`src/rtl/gfm_pkg.sv`:
```
// Notes on behaviour
// - six pins, each set separately to plain input/output or a custom function
// - network status function on pins 1-4 drives the pattern for the network state
// - receiver supply function on pins 1-4 drives the receiver supply enable
// - data-ready sensing only on pin 3; receiver raises it, block senses it
// - pins set as input report their sampled level
// - pins set as output drive the level last written
// - every pin resets disabled: driver off, pull-down on; can return there
package gfm_pkg;
    // =========================================================
    // sizes
    localparam int unsigned PIN_COUNT = 6;
    localparam int unsigned FUNC_W    = 3;
    localparam int unsigned PIN_IDX_W = 3;
    localparam int unsigned NET_W     = 2;
    // only pin index 2 (the third pin) may sense receiver data ready
    localparam logic [PIN_IDX_W-1:0] DRDY_PIN      = 3'h2;
    // custom output functions live on the first four pins only
    localparam logic [PIN_IDX_W-1:0] LAST_CUST_PIN = 3'h3;

    // =========================================================
    // pin functions; disabled is the reset value
    typedef enum logic [FUNC_W-1:0] {
        GFM_FN_DISABLED = 3'h0,
        GFM_FN_INPUT    = 3'h1,
        GFM_FN_OUTPUT   = 3'h2,
        GFM_FN_NETSTAT  = 3'h3,
        GFM_FN_GNSS_PWR = 3'h4,
        GFM_FN_DRDY     = 3'h5
    } gfm_func_t;

    // network state as given by the modem core
    typedef enum logic [NET_W-1:0] {
        GFM_NET_NONE    = 2'h0,
        GFM_NET_HOME    = 2'h1,
        GFM_NET_ROAMING = 2'h2,
        GFM_NET_DATA    = 2'h3
    } gfm_net_t;

    // blink timing of the status indicator
    localparam int unsigned CLK_MHZ       = 250;
    localparam int unsigned BLINK_SLOW_US = 1000;
    localparam int unsigned BLINK_FAST_US = 250;
    localparam int unsigned SLOW_CYCLES   = BLINK_SLOW_US * CLK_MHZ;
    localparam int unsigned FAST_CYCLES   = BLINK_FAST_US * CLK_MHZ;
endpackage : gfm_pkg

```
`src/rtl/gfm_blink.sv`:
```
`timescale 1ns/1ns
// =========================================================
// blink generator: turns the network state into one indicator level
module gfm_blink
    import gfm_pkg::*;
#(
    parameter int unsigned SLOW = SLOW_CYCLES,  // slow half period in cycles
    parameter int unsigned FAST = FAST_CYCLES   // fast half period in cycles
)(
    input  wire logic           mclk,       // system clock
    input  wire logic           rst_n,      // synchronous reset
    input  wire gfm_pkg::gfm_net_t net,     // network state
    output logic                level       // indicator level
);
    logic [31:0] cnt;
    logic [31:0] next_cnt;
    logic        tog;
    logic        next_tog;
    logic [31:0] half;

    // home is steady on, roaming slow, data fast, no service off
    always_comb
    begin
        half     = (net == GFM_NET_DATA) ? FAST : SLOW;
        next_cnt = cnt + 32'h1;
        next_tog = tog;
        if (cnt >= half - 32'h1)
        begin
            next_cnt = 32'h0;
            next_tog = ~tog;
        end
        case (net)
            GFM_NET_HOME:    level = 1'b1;
            GFM_NET_ROAMING: level = tog;
            GFM_NET_DATA:    level = tog;
            default:         level = 1'b0;
        endcase
    end

    always_ff @(posedge mclk)
    begin
        if (!rst_n)
        begin
            cnt <= 32'h0;
            tog <= 1'b0;
        end
        else
        begin
            cnt <= next_cnt;
            tog <= next_tog;
        end
    end
endmodule // gfm_blink

```
`src/rtl/gfm_gpio.sv`:
```
`timescale 1ns/1ns
// =========================================================
// six-pin function mux with configuration and write commands, level and function readback
module gfm_gpio
    import gfm_pkg::*;
#(
    parameter int unsigned SLOW = SLOW_CYCLES,  // slow blink half period
    parameter int unsigned FAST = FAST_CYCLES   // fast blink half period
)(
    input  wire logic                 mclk,         // system clock, 250 MHz
    input  wire logic                 rst_n,        // synchronous reset, low
    input  wire logic                 cfg_valid,    // config command pulse
    input  wire logic [PIN_IDX_W-1:0] cfg_pin,      // pin index 0..5
    input  wire gfm_pkg::gfm_func_t   cfg_func,     // requested function
    output logic                      cfg_done,     // config accepted pulse
    output logic                      cfg_err,      // config refused pulse
    input  wire logic                 wr_valid,     // level write pulse
    input  wire logic [PIN_IDX_W-1:0] wr_pin,       // pin index to write
    input  wire logic                 wr_level,     // level to drive
    input  wire gfm_pkg::gfm_net_t    net_state,    // network state
    input  wire logic                 gnss_pwr_on,  // receiver supply request
    input  wire logic [PIN_COUNT-1:0] pin_in,       // pin input levels
    output logic [PIN_COUNT-1:0]      pin_out,      // pin output levels
    output logic [PIN_COUNT-1:0]      pin_oe,       // pin drive enables
    output logic [PIN_COUNT-1:0]      pin_pd,       // pull-down enables
    output logic [PIN_COUNT-1:0]      pin_level,    // sampled input levels
    output logic                      gnss_drdy,    // receiver data ready
    output logic [3*PIN_COUNT-1:0]    pin_func      // current function per pin
);
    gfm_func_t            func [PIN_COUNT];
    gfm_func_t            next_func [PIN_COUNT];
    logic [PIN_COUNT-1:0] wlev;
    logic [PIN_COUNT-1:0] next_wlev;
    logic [PIN_COUNT-1:0] sync1;
    logic [PIN_COUNT-1:0] sync2;
    logic                 next_done;
    logic                 next_err;
    logic                 legal;
    logic                 blink;
    logic [PIN_COUNT-1:0] next_out;
    logic [PIN_COUNT-1:0] next_oe;
    logic [PIN_COUNT-1:0] next_pd;
    logic [PIN_COUNT-1:0] next_lvl;
    logic                 next_drdy;

    gfm_blink #(.SLOW(SLOW), .FAST(FAST)) u_blink (
        .mclk  (mclk),
        .rst_n (rst_n),
        .net   (net_state),
        .level (blink)
    );

    // =========================================================
    // configuration: legality check, one function per pin
    always_comb
    begin
        case (cfg_func)
            GFM_FN_DISABLED, GFM_FN_INPUT, GFM_FN_OUTPUT:
                legal = (cfg_pin < PIN_IDX_W'(PIN_COUNT));
            GFM_FN_NETSTAT, GFM_FN_GNSS_PWR:
                legal = (cfg_pin <= LAST_CUST_PIN);
            GFM_FN_DRDY:
                legal = (cfg_pin == DRDY_PIN);
            default:
                legal = 1'b0;
        endcase
        next_done = cfg_valid && legal;
        next_err  = cfg_valid && !legal;
        for (int i = 0; i < PIN_COUNT; i++)
        begin
            next_func[i] = func[i];
            if (next_done && (cfg_pin == PIN_IDX_W'(i)))
                next_func[i] = cfg_func;
        end
        next_wlev = wlev;
        if (wr_valid && (wr_pin < PIN_IDX_W'(PIN_COUNT)))
            next_wlev[wr_pin] = wr_level;
    end

    // =========================================================
    // per-pin output mux; outputs registered so pins never glitch
    always_comb
    begin
        next_drdy = 1'b0;
        for (int i = 0; i < PIN_COUNT; i++)
        begin
            next_out[i] = 1'b0;
            next_oe[i]  = 1'b0;
            next_pd[i]  = 1'b0;
            next_lvl[i] = 1'b0;
            case (func[i])
                GFM_FN_INPUT:    next_lvl[i] = sync2[i];
                GFM_FN_OUTPUT:
                begin
                    next_out[i] = wlev[i];
                    next_oe[i]  = 1'b1;
                end
                GFM_FN_NETSTAT:
                begin
                    next_out[i] = blink;
                    next_oe[i]  = 1'b1;
                end
                GFM_FN_GNSS_PWR:
                begin
                    next_out[i] = gnss_pwr_on;
                    next_oe[i]  = 1'b1;
                end
                GFM_FN_DRDY:
                begin
                    next_lvl[i] = sync2[i];
                    next_drdy   = sync2[i];
                end
                default:         next_pd[i] = 1'b1;
            endcase
        end
    end

    always_ff @(posedge mclk)
    begin
        if (!rst_n)
        begin
            for (int i = 0; i < PIN_COUNT; i++)
                func[i] <= GFM_FN_DISABLED;
            wlev      <= '0;
            sync1     <= '0;
            sync2     <= '0;
            cfg_done  <= 1'b0;
            cfg_err   <= 1'b0;
            pin_out   <= '0;
            pin_oe    <= '0;
            pin_pd    <= '1;
            pin_level <= '0;
            gnss_drdy <= 1'b0;
        end
        else
        begin
            for (int i = 0; i < PIN_COUNT; i++)
                func[i] <= next_func[i];
            wlev      <= next_wlev;
            sync1     <= pin_in;    // two-stage synchroniser for pin levels
            sync2     <= sync1;
            cfg_done  <= next_done;
            cfg_err   <= next_err;
            pin_out   <= next_out;
            pin_oe    <= next_oe;
            pin_pd    <= next_pd;
            pin_level <= next_lvl;
            gnss_drdy <= next_drdy;
        end
    end

    // function readback, flattened three bits per pin
    always_comb
    begin
        for (int i = 0; i < PIN_COUNT; i++)
            pin_func[FUNC_W*i +: FUNC_W] = func[i];
    end

    // =========================================================
    // checks: configuration commands
    a_bad_cfg_kept: assert property (@(posedge mclk) disable iff (!rst_n)
        cfg_valid && cfg_func == GFM_FN_DRDY && cfg_pin != DRDY_PIN
        |=> cfg_err && $stable(pin_func)) else $error("bad cfg applied");
    a_pins_56_plain: assert property (@(posedge mclk) disable iff (!rst_n)
        cfg_valid && cfg_pin > LAST_CUST_PIN && cfg_func == GFM_FN_NETSTAT
        |=> cfg_err) else $error("custom fn on pin 5/6");
    a_refuse_range: assert property (@(posedge mclk) disable iff (!rst_n)
        cfg_valid && cfg_pin >= PIN_IDX_W'(PIN_COUNT)
        |=> cfg_err && $stable(pin_func)) else $error("missing pin configured");
    a_err_keeps: assert property (@(posedge mclk) disable iff (!rst_n)
        cfg_err |-> $stable(pin_func)) else $error("refused cfg changed a pin");
    a_done_err_excl: assert property (@(posedge mclk) disable iff (!rst_n)
        !(cfg_done && cfg_err)) else $error("done and err together");

    // =========================================================
    // checks: plain pins
    a_out_follows_wr: assert property (@(posedge mclk) disable iff (!rst_n)
        wr_valid && wr_pin == 3'h0 && func[0] == GFM_FN_OUTPUT && !cfg_valid
        |=> ##1 pin_out[0] == $past(wr_level, 2) && pin_oe[0])
        else $error("output level wrong");
    a_wr_range_ign: assert property (@(posedge mclk) disable iff (!rst_n)
        wr_valid && wr_pin >= PIN_IDX_W'(PIN_COUNT) |=> $stable(wlev))
        else $error("write to missing pin stored");
    a_in_level_lat: assert property (@(posedge mclk) disable iff (!rst_n)
        func[1] == GFM_FN_INPUT && $past(func[1]) == GFM_FN_INPUT
        |-> pin_level[1] == $past(pin_in[1], 3) || $changed(func[1]))
        else $error("input level wrong");
    a_input_hiz: assert property (@(posedge mclk) disable iff (!rst_n)
        func[3] == GFM_FN_INPUT |=> !pin_oe[3] && !pin_pd[3])
        else $error("input pin driven or pulled");
    a_disabled_pd: assert property (@(posedge mclk) disable iff (!rst_n)
        func[4] == GFM_FN_DISABLED |=> pin_pd[4] && !pin_oe[4])
        else $error("disabled pin driven");
    a_oe_pd_excl: assert property (@(posedge mclk) disable iff (!rst_n)
        !(|(pin_oe & pin_pd))) else $error("pull-down on driven pin");

    // =========================================================
    // checks: custom functions
    a_gnss_pwr_pin: assert property (@(posedge mclk) disable iff (!rst_n)
        func[1] == GFM_FN_GNSS_PWR |=> pin_out[1] == $past(gnss_pwr_on) && pin_oe[1])
        else $error("supply enable wrong");
    a_home_steady: assert property (@(posedge mclk) disable iff (!rst_n)
        func[0] == GFM_FN_NETSTAT && net_state == GFM_NET_HOME |=> pin_out[0])
        else $error("home status not on");
    a_status_none: assert property (@(posedge mclk) disable iff (!rst_n)
        func[0] == GFM_FN_NETSTAT && net_state == GFM_NET_NONE |=> !pin_out[0] && pin_oe[0])
        else $error("no service status not off");
    a_drdy_only3: assert property (@(posedge mclk) disable iff (!rst_n)
        gnss_drdy |-> $past(func[2]) == GFM_FN_DRDY)
        else $error("data ready from wrong pin");
    a_drdy_applied: assert property (@(posedge mclk) disable iff (!rst_n)
        cfg_valid && cfg_pin == DRDY_PIN && cfg_func == GFM_FN_DRDY
        |=> cfg_done && func[DRDY_PIN] == GFM_FN_DRDY)
        else $error("data ready cfg lost");
    // three cycles of role history keep this clear of synchroniser contents
    // left over from before the pin took up data ready sensing
    a_drdy_follows: assert property (@(posedge mclk) disable iff (!rst_n)
        func[DRDY_PIN] == GFM_FN_DRDY && $past(func[DRDY_PIN]) == GFM_FN_DRDY
        && $past(func[DRDY_PIN], 2) == GFM_FN_DRDY
        |-> gnss_drdy == $past(pin_in[DRDY_PIN], 3))
        else $error("data ready level wrong");

    // =========================================================
    // coverage of the main scenarios
    c_cfg_applied:  cover property (@(posedge mclk) cfg_done);
    c_cfg_refused:  cover property (@(posedge mclk) cfg_err);
    c_drdy_seen:    cover property (@(posedge mclk) gnss_drdy);
    c_out_high:     cover property (@(posedge mclk) pin_oe[5] && pin_out[5]);
    c_status_blink: cover property (@(posedge mclk) pin_oe[0] && $rose(pin_out[0]));
endmodule // gfm_gpio

```
`config.mk`:
```
export PLATFORM = sky130hd
export DESIGN_NAME = gfm_gpio
export DESIGN_NICKNAME = d
export VERILOG_FILES = /design/src/rtl/gfm_pkg.sv /design/src/rtl/gfm_blink.sv /design/src/rtl/gfm_gpio.sv
export SDC_FILE = /design/constraint.sdc
export NUM_CORES = 1
export LEC_CHECK = 0
export BUFFER_PORTS_ARGS = -buffer_cell sky130_fd_sc_hd__buf_2
export CELL_PAD_IN_SITES_DETAIL_PLACEMENT = 1
export CELL_PAD_IN_SITES_GLOBAL_PLACEMENT = 2
export CORE_MARGIN = 3
export CORE_UTILIZATION = 34
export DETAILED_ROUTE_END_ITERATION = 10
export PLACE_DENSITY_LB_ADDON = 0.1
export RECOVER_POWER = 25
export SLEW_MARGIN = 10
export SYNTH_ARGS = -nofsm -noshare
export SYNTH_HDL_FRONTEND = slang
export SYNTH_SLANG_ARGS = --single-unit
```
`constraint.sdc`:
```
create_clock -name mclk -period 2.2 [get_ports mclk]
set_input_delay 0.11 -clock mclk [delete_from_list [all_inputs] [get_ports mclk]]
set_output_delay 0.11 -clock mclk [all_outputs]
set_load 0.05 [all_outputs]
```
# Word-level counts from Yosys, hierarchy flattened
# Memory sizes are Yosys's and may differ from the RTL's.
# Cells that the tools add are included.
[totals]
mem_count = 1
ram_bits = 18
ff_bits = 78
wordCells = 162
[classes]
order_cmp = 6
reduce_logical = 41
mux = 44
n_eq_ne = 43
n_addsub = 2
n_bitwise = 8
[memory_table]
columns = ["name", "depth", "width", "rd", "rd_ports_with_merged_regs", "write_ports", "line", "text"]
rows = [
  ["func", 6, 3, 6, 0, 6, "gfm_gpio.sv:30", "gfm_func_t func [PIN_COUNT];"],
]
[op_table]
columns = ["operator", "n"]
rows = [
  ["$eq 3x2->1 const B", 16],
  ["$eq 3x3->1 const B", 16],
  ["$mux 3", 12],
  ["$add 32x1->32 const B", 1],
  ["$ge 32x32->1", 1],
  ["$sub 32x1->32 const B", 1],
  ["$reduce_or 5->1", 6],
  ["$eq 3x1->1 const B", 8],
  ["$mux 1", 21],
  ["$pmux 1 s3", 7],
  ["$reduce_or 3->1", 7],
  ["$mux 18", 1],
  ["$reduce_or 2->1", 9],
  ["$reduce_and 2->1", 6],
  ["$logic_and 1x1->1", 10],
  ["$bwmux 6", 1],
  ["$logic_not 3->1", 2],
  ["$lt 3x3->1 const B", 2],
  ["$or 1x1->1", 6],
  ["$eq 2x2->1 const B", 2],
  ["$lt 3x4->1 const B", 1],
  ["$demux 1 s3", 1],
  ["$ge 3x1->1 const B", 1],
  ["$le 3x2->1 const B", 1],
  ["other kinds (4)", 5],
]

# Depth between registers and ports, before layout
# An unclocked memory read counts as a cell.
[depth]
depth_word = 8
depth_mapped = 10
ltp_nobuf = 8

# Hierarchy
# From an unflattened synthesis, not the netlist that was laid out.
[hier_totals]
hier_cells = 406
area_unflattened_um2 = 3876.2
[by_module_without_submodules]
columns = ["module", "instances", "cells_per_inst", "seq_area_each_um2", "area_per_inst_um2"]
rows = [
  ["gfm_gpio", 1, 266, 1261.2, 2522.4],
  ["gfm_blink", 1, 140, 660.6, 1353.8],
]

# Worst setup path before layout
# OpenSTA, ideal clock, no wires.
[synth_timing]
kind = "flip-flop to flip-flop"
startpoint = "register u_blink.cnt[10]"
endpoint = "register u_blink.cnt[3]"
arrival_time_ns = 1.882
setup_slack_ns = 0.204
stages_incl_launch_ff = 8
setup_time_ns = 0.115
synth_period_minus_slack_ns = 1.996
cell_sequence = "dfxtp_1 -> ha_1 -> or4b_4 -> o41ai_4 -> a311o_2 -> buf_6 -> buf_12 -> nor2_1"
[synth_between]
elab_chain_cells = 2
[synth_lines]
columns = ["item", "line", "text"]
rows = [
  ["from (decl)", "gfm_blink.sv:15", "logic [31:0] cnt;"],
  ["from (signal assigned)", "gfm_blink.sv:49", "cnt <= next_cnt;"],
  ["$ge 32x32->1", "gfm_blink.sv:27", "if (cnt >= half - 32'h1)"],
  ["$reduce_or 2->1 (no source line)", "-", ""],
]
# No other way between the ends.
# A chain may end at the register's enable or synchronous reset.

# Final worst setup path
[layout_timing]
startpoint = "register u_blink.cnt[10]"
endpoint = "register u_blink.cnt[15]"
[layout_between]
elab_chain_cells = 2
word_cells_on_any_way = 3
classes_between = "add/sub (1); order compare (1); reduce/logical (1)"
[layout_lines]
columns = ["item", "line"]
rows = [
  ["$ge 32x32->1", "gfm_blink.sv:27"],
  ["$reduce_or 2->1 (no source line)", "-"],
]
# Several ways; a longest one is shown, not always the timed one.

==> results by group <==
Timing
  • Max-slew violations: 42
  • Worst slew margin: -6.26%
  • Clk_skew: 0.00959 ns
  • Final hold viol count: 0
  • Minimum clock period: 2.12 ns
  • Least-Margin Pin Slew: 1.59 ns
  • Final WS setup: 0.0813 ns
  • Tcrit/Tclk final: 96.3%
  • Peak Freq: 472 MHz
  • Endpoints failing setup: 0
  • Hold_ws: 0.0449 ns

Power and ir drop
  • Switching part of the total power: 24.1%
  • Comb power frac: 6.8%
  • Clock power share: 37.4%
  • VDD IR max: 0.000323 V
  • NetSw: 0.775 mW
  • Flop pwr share: 55.8%
  • P_leak: 1.92 nW
  • PD cells: 696 nW/µm²
  • Final Power: 3.21 mW
  • Int Pwr: 2.44 mW

Clock tree
  • CTS tree: built
  • Max clock buf depth: 2
  • Number of CTS-inserted buffers: 9
  • H-tree levels: 3
  • CTS Sinks: 96
  • Skew-Pair Late Insertion Delay: 0.36 ns
  • Worst-path clk slew: 0.10 ns
  • Clock root buffer master: clkbuf_8

Outcome
  • Failing checks: capacitance limit, slew limit
  • Status: complete, but fails checks

Detailed routing
  • DR pass1 iterations: 4
  • Routed length per instance: 15.2 µm
  • DR vias/cell: 4.92
  • DR iter-0 viols: 159
  • Vias after detailed routing: 3159
  • Routed WL: 9790 µm
  • Post-detailed-route DRC marker count: 0
  • Antenna-violating nets left: 0

Critical path
  • WP data required: 2.46 ns
  • Crit path depth: 6
  • Setup crit end kind: flip-flop
  • Critical Path Slowest Stage Cell: or4b_4
  • Worst path cell trace: ha_1, or4b_4, o41ai_4, a311o_2, buf_12, nor2_1
  • Crit Path Max Fanout: 19
  • CP bufs+invs: 1
  • Reg2reg start: u_blink.cnt[10]
  • CP peak stage delay: 0.47 ns
  • R2R depth: 6
  • Critical path type: flip-flop to flip-flop
  • Critical Path Source Type: flip-flop
  • Reg2Reg Setup Slack: 0.08 ns
  • Reg2Reg Capture Point: u_blink.cnt[15]
  • CP top delay family: compound AO/OA/AOI/OAI gates
  • Critical Path AT: 2.38 ns

GRT
  • Largest net degree at the start of global routing: 42
  • Vias in the first global route: 3175
  • Global route overflow: 0
  • First-pass GRT wire length: 16400 µm
  • Initial antenna violation count: 0
  • GRT Util Overall: 16.3%

Die
  • Num rows: 38
  • I/O pin count: 68
  • Die height: 112 µm
  • Initial cell density of the core: 35.0%
  • Die width: 112 µm
  • Die area: 12500 µm²
  • Area of the core: 10900 µm²

Worst hold path
  • Hold path depth: 2
  • Hold EP: cfg_done
  • Worst hold path type: input port to flip-flop
  • Min-delay src: cfg_valid

Logic synthesis
  • Post-synthesis register bit count: 96
  • Synthesized area: 3810 µm²
  • Synth cell types: 54
  • Area share of the largest cell type after synthesis: 50.4%
  • Area leader, netlist: dfxtp_1
  • Post-synth ARST share: 0%
  • Synth Warn #: 0
  • Seq/Total Area, Yosys: 50.4%
  • EDFF count, synth: 0
  • Synth Instances: 410
  • Mean Syn Cell Area: 9.30 µm²
  • Top FF cell, synth: dfxtp_1
  • Synth area leaders: dfxtp_1, nor2_1, mux2i_1

Final layout
  • Layout cells sized above 1: 18.7%
  • Most frequent cells in the layout: dfxtp_1, buf_2, nor2_1
  • Final core utilization: 42.4%
  • Total Nets Final: 525
  • Commonest non-fill, non-tap cell in the layout: dfxtp_1
  • Area grow syn2layout: 21.0%
  • Diode count: 0
  • Post-layout instance area: 4610 µm²

Place
  • Area post-placement: 4350 µm²
  • Post-Place Worst Slack: 0.0792 ns
  • GPL Wtd Cong: 0.792
  • DP HPWL: 7160 µm
  • Port buffer count: 67

Run
  • Max-Cap Viols: 1
## worst register-to-register path: stages (launching register included)
cell and delay, ns:
dfxtp_2 0.36, ha_1 0.29, or4b_4 0.47, o41ai_4 0.42, a311o_2 0.26, buf_12 0.15, nor2_1 0.06
## layer usage
layer  share of wire (%)  vias to the layer above  global-route usage [%]  wire length (µm)
met5                   0                        -                       0                 0
met4                 1.7                        0                    6.73               170
met3                 4.1                       12                    3.32               400
met2                  41                       62                    22.1              3990
met1                  53                     1496                    24.9              5230
li1                    -                     1589                       -                 -
## through the flow
| stage | TNS (ns) | cells |
|---|---|---|
| after floorplan | 0 | 422 |
| after global placement | 0 | 619 |
| after detailed placement | 0 | 619 |
| after CTS | 0 | 641 |
| after global routing | -0.00158 | 642 |
| final | 0 | 642 |
## cell usage after synthesis (3+ instances only)
| library cell | number |
|---|---|
| nor3_1 | 16 |
| and3_1 | 7 |
| xnor2_1 | 8 |
| nor2b_1 | 8 |
| nand2_1 | 34 |
| dfxtp_1 | 96 |
| and4_1 | 4 |
| nand4_1 | 7 |
| nand3_1 | 15 |
| a32oi_1 | 3 |
| inv_1 | 11 |
| and2_1 | 16 |
| o21ai_0 | 10 |
| mux2i_1 | 18 |
| xor2_1 | 9 |
| clkbuf_1 | 14 |
| nand3b_1 | 4 |
| nor2_1 | 59 |
| nor4_1 | 3 |
| ha_1 | 5 |
| nand2b_1 | 3 |
| a21oi_1 | 19 |
## flip-flops by register name (all words and copies together) (netlist names)
| name | flops |
|---|---|
| pin_oe | 6 |
| pin_out | 6 |
| u_blink.tog | 1 |
| pin_level | 6 |
| pin_pd | 6 |
| func | 18 |
| u_blink.cnt | 32 |
| sync2 | 6 |
| cfg_err | 1 |
| gnss_drdy | 1 |
| wlev | 6 |
| sync1 | 6 |
| cfg_done | 1 |
## cells by family (layout without fill, tap and decap cells)
| logic type | Yosys count | after routing | synth area share, % |
|---|---|---|---|
| mux | 18 | 18 | 4.73 |
| buf+inv | 28 | 108 | 3.38 |
| simple gates | 187 | 187 | 24.6 |
| flops | 96 | 96 | 50.4 |
| compound gates | 58 | 58 | 11.2 |
| fa+ha+maj | 5 | 5 | 1.64 |
| xor+xnor | 17 | 17 | 3.91 |
| other cells | 1 | 13 | 0.0984 |
## power by group through the flow
stage,clock (mW),combinational [mW],sequential [mW]
after detailed placement,0,0.213,1.84
after global placement,0,0.209,1.83
final,1.20,0.217,1.79
after floorplan,0,0.0993,1.86
after CTS,1.26,0.221,1.79
after global routing,1.34,0.241,1.80
## worst max-delay path by stage
| stage | slack (ns) | to | from |
|---|---|---|---|
| 3_5_place_dp | 0.08 | u_blink.cnt[10] | net_state[1] |
| 6_report | 0.08 | u_blink.cnt[15] | u_blink.cnt[10] |
| 2_1_floorplan | 0.20 | u_blink.cnt[3] | u_blink.cnt[10] |
| 4_1_cts | 0.1 | u_blink.cnt[15] | u_blink.cnt[10] |
| 5_1_grt | -0.002 | u_blink.cnt[14] | u_blink.cnt[10] |
| 3_3_place_gp | 0.15 | u_blink.cnt[2] | net_state[1] |
## area by class of cell
type | count | area, µm²
Clock inverter | 4 | 51.3
Tap cell | 140 | 175
Clock buffer | 12 | 155
Fill cell | 1270 | 6280
Multi-Input combinational cell | 298 | 1810
Sequential cell | 96 | 1920
Timing Repair Buffer | 81 | 459
Inverter | 11 | 41.3
## timing repair
action / 4_1_cts / 5_1_grt
resized for setup: 0 / 1
setup buffers: 0 / 1
hold buffers: 6 / 0
endpoints found under the hold margin: 6 / 0
setup endpoints to repair: 0 / 1
No activity file was read; power rests on OpenSTA's default activity.
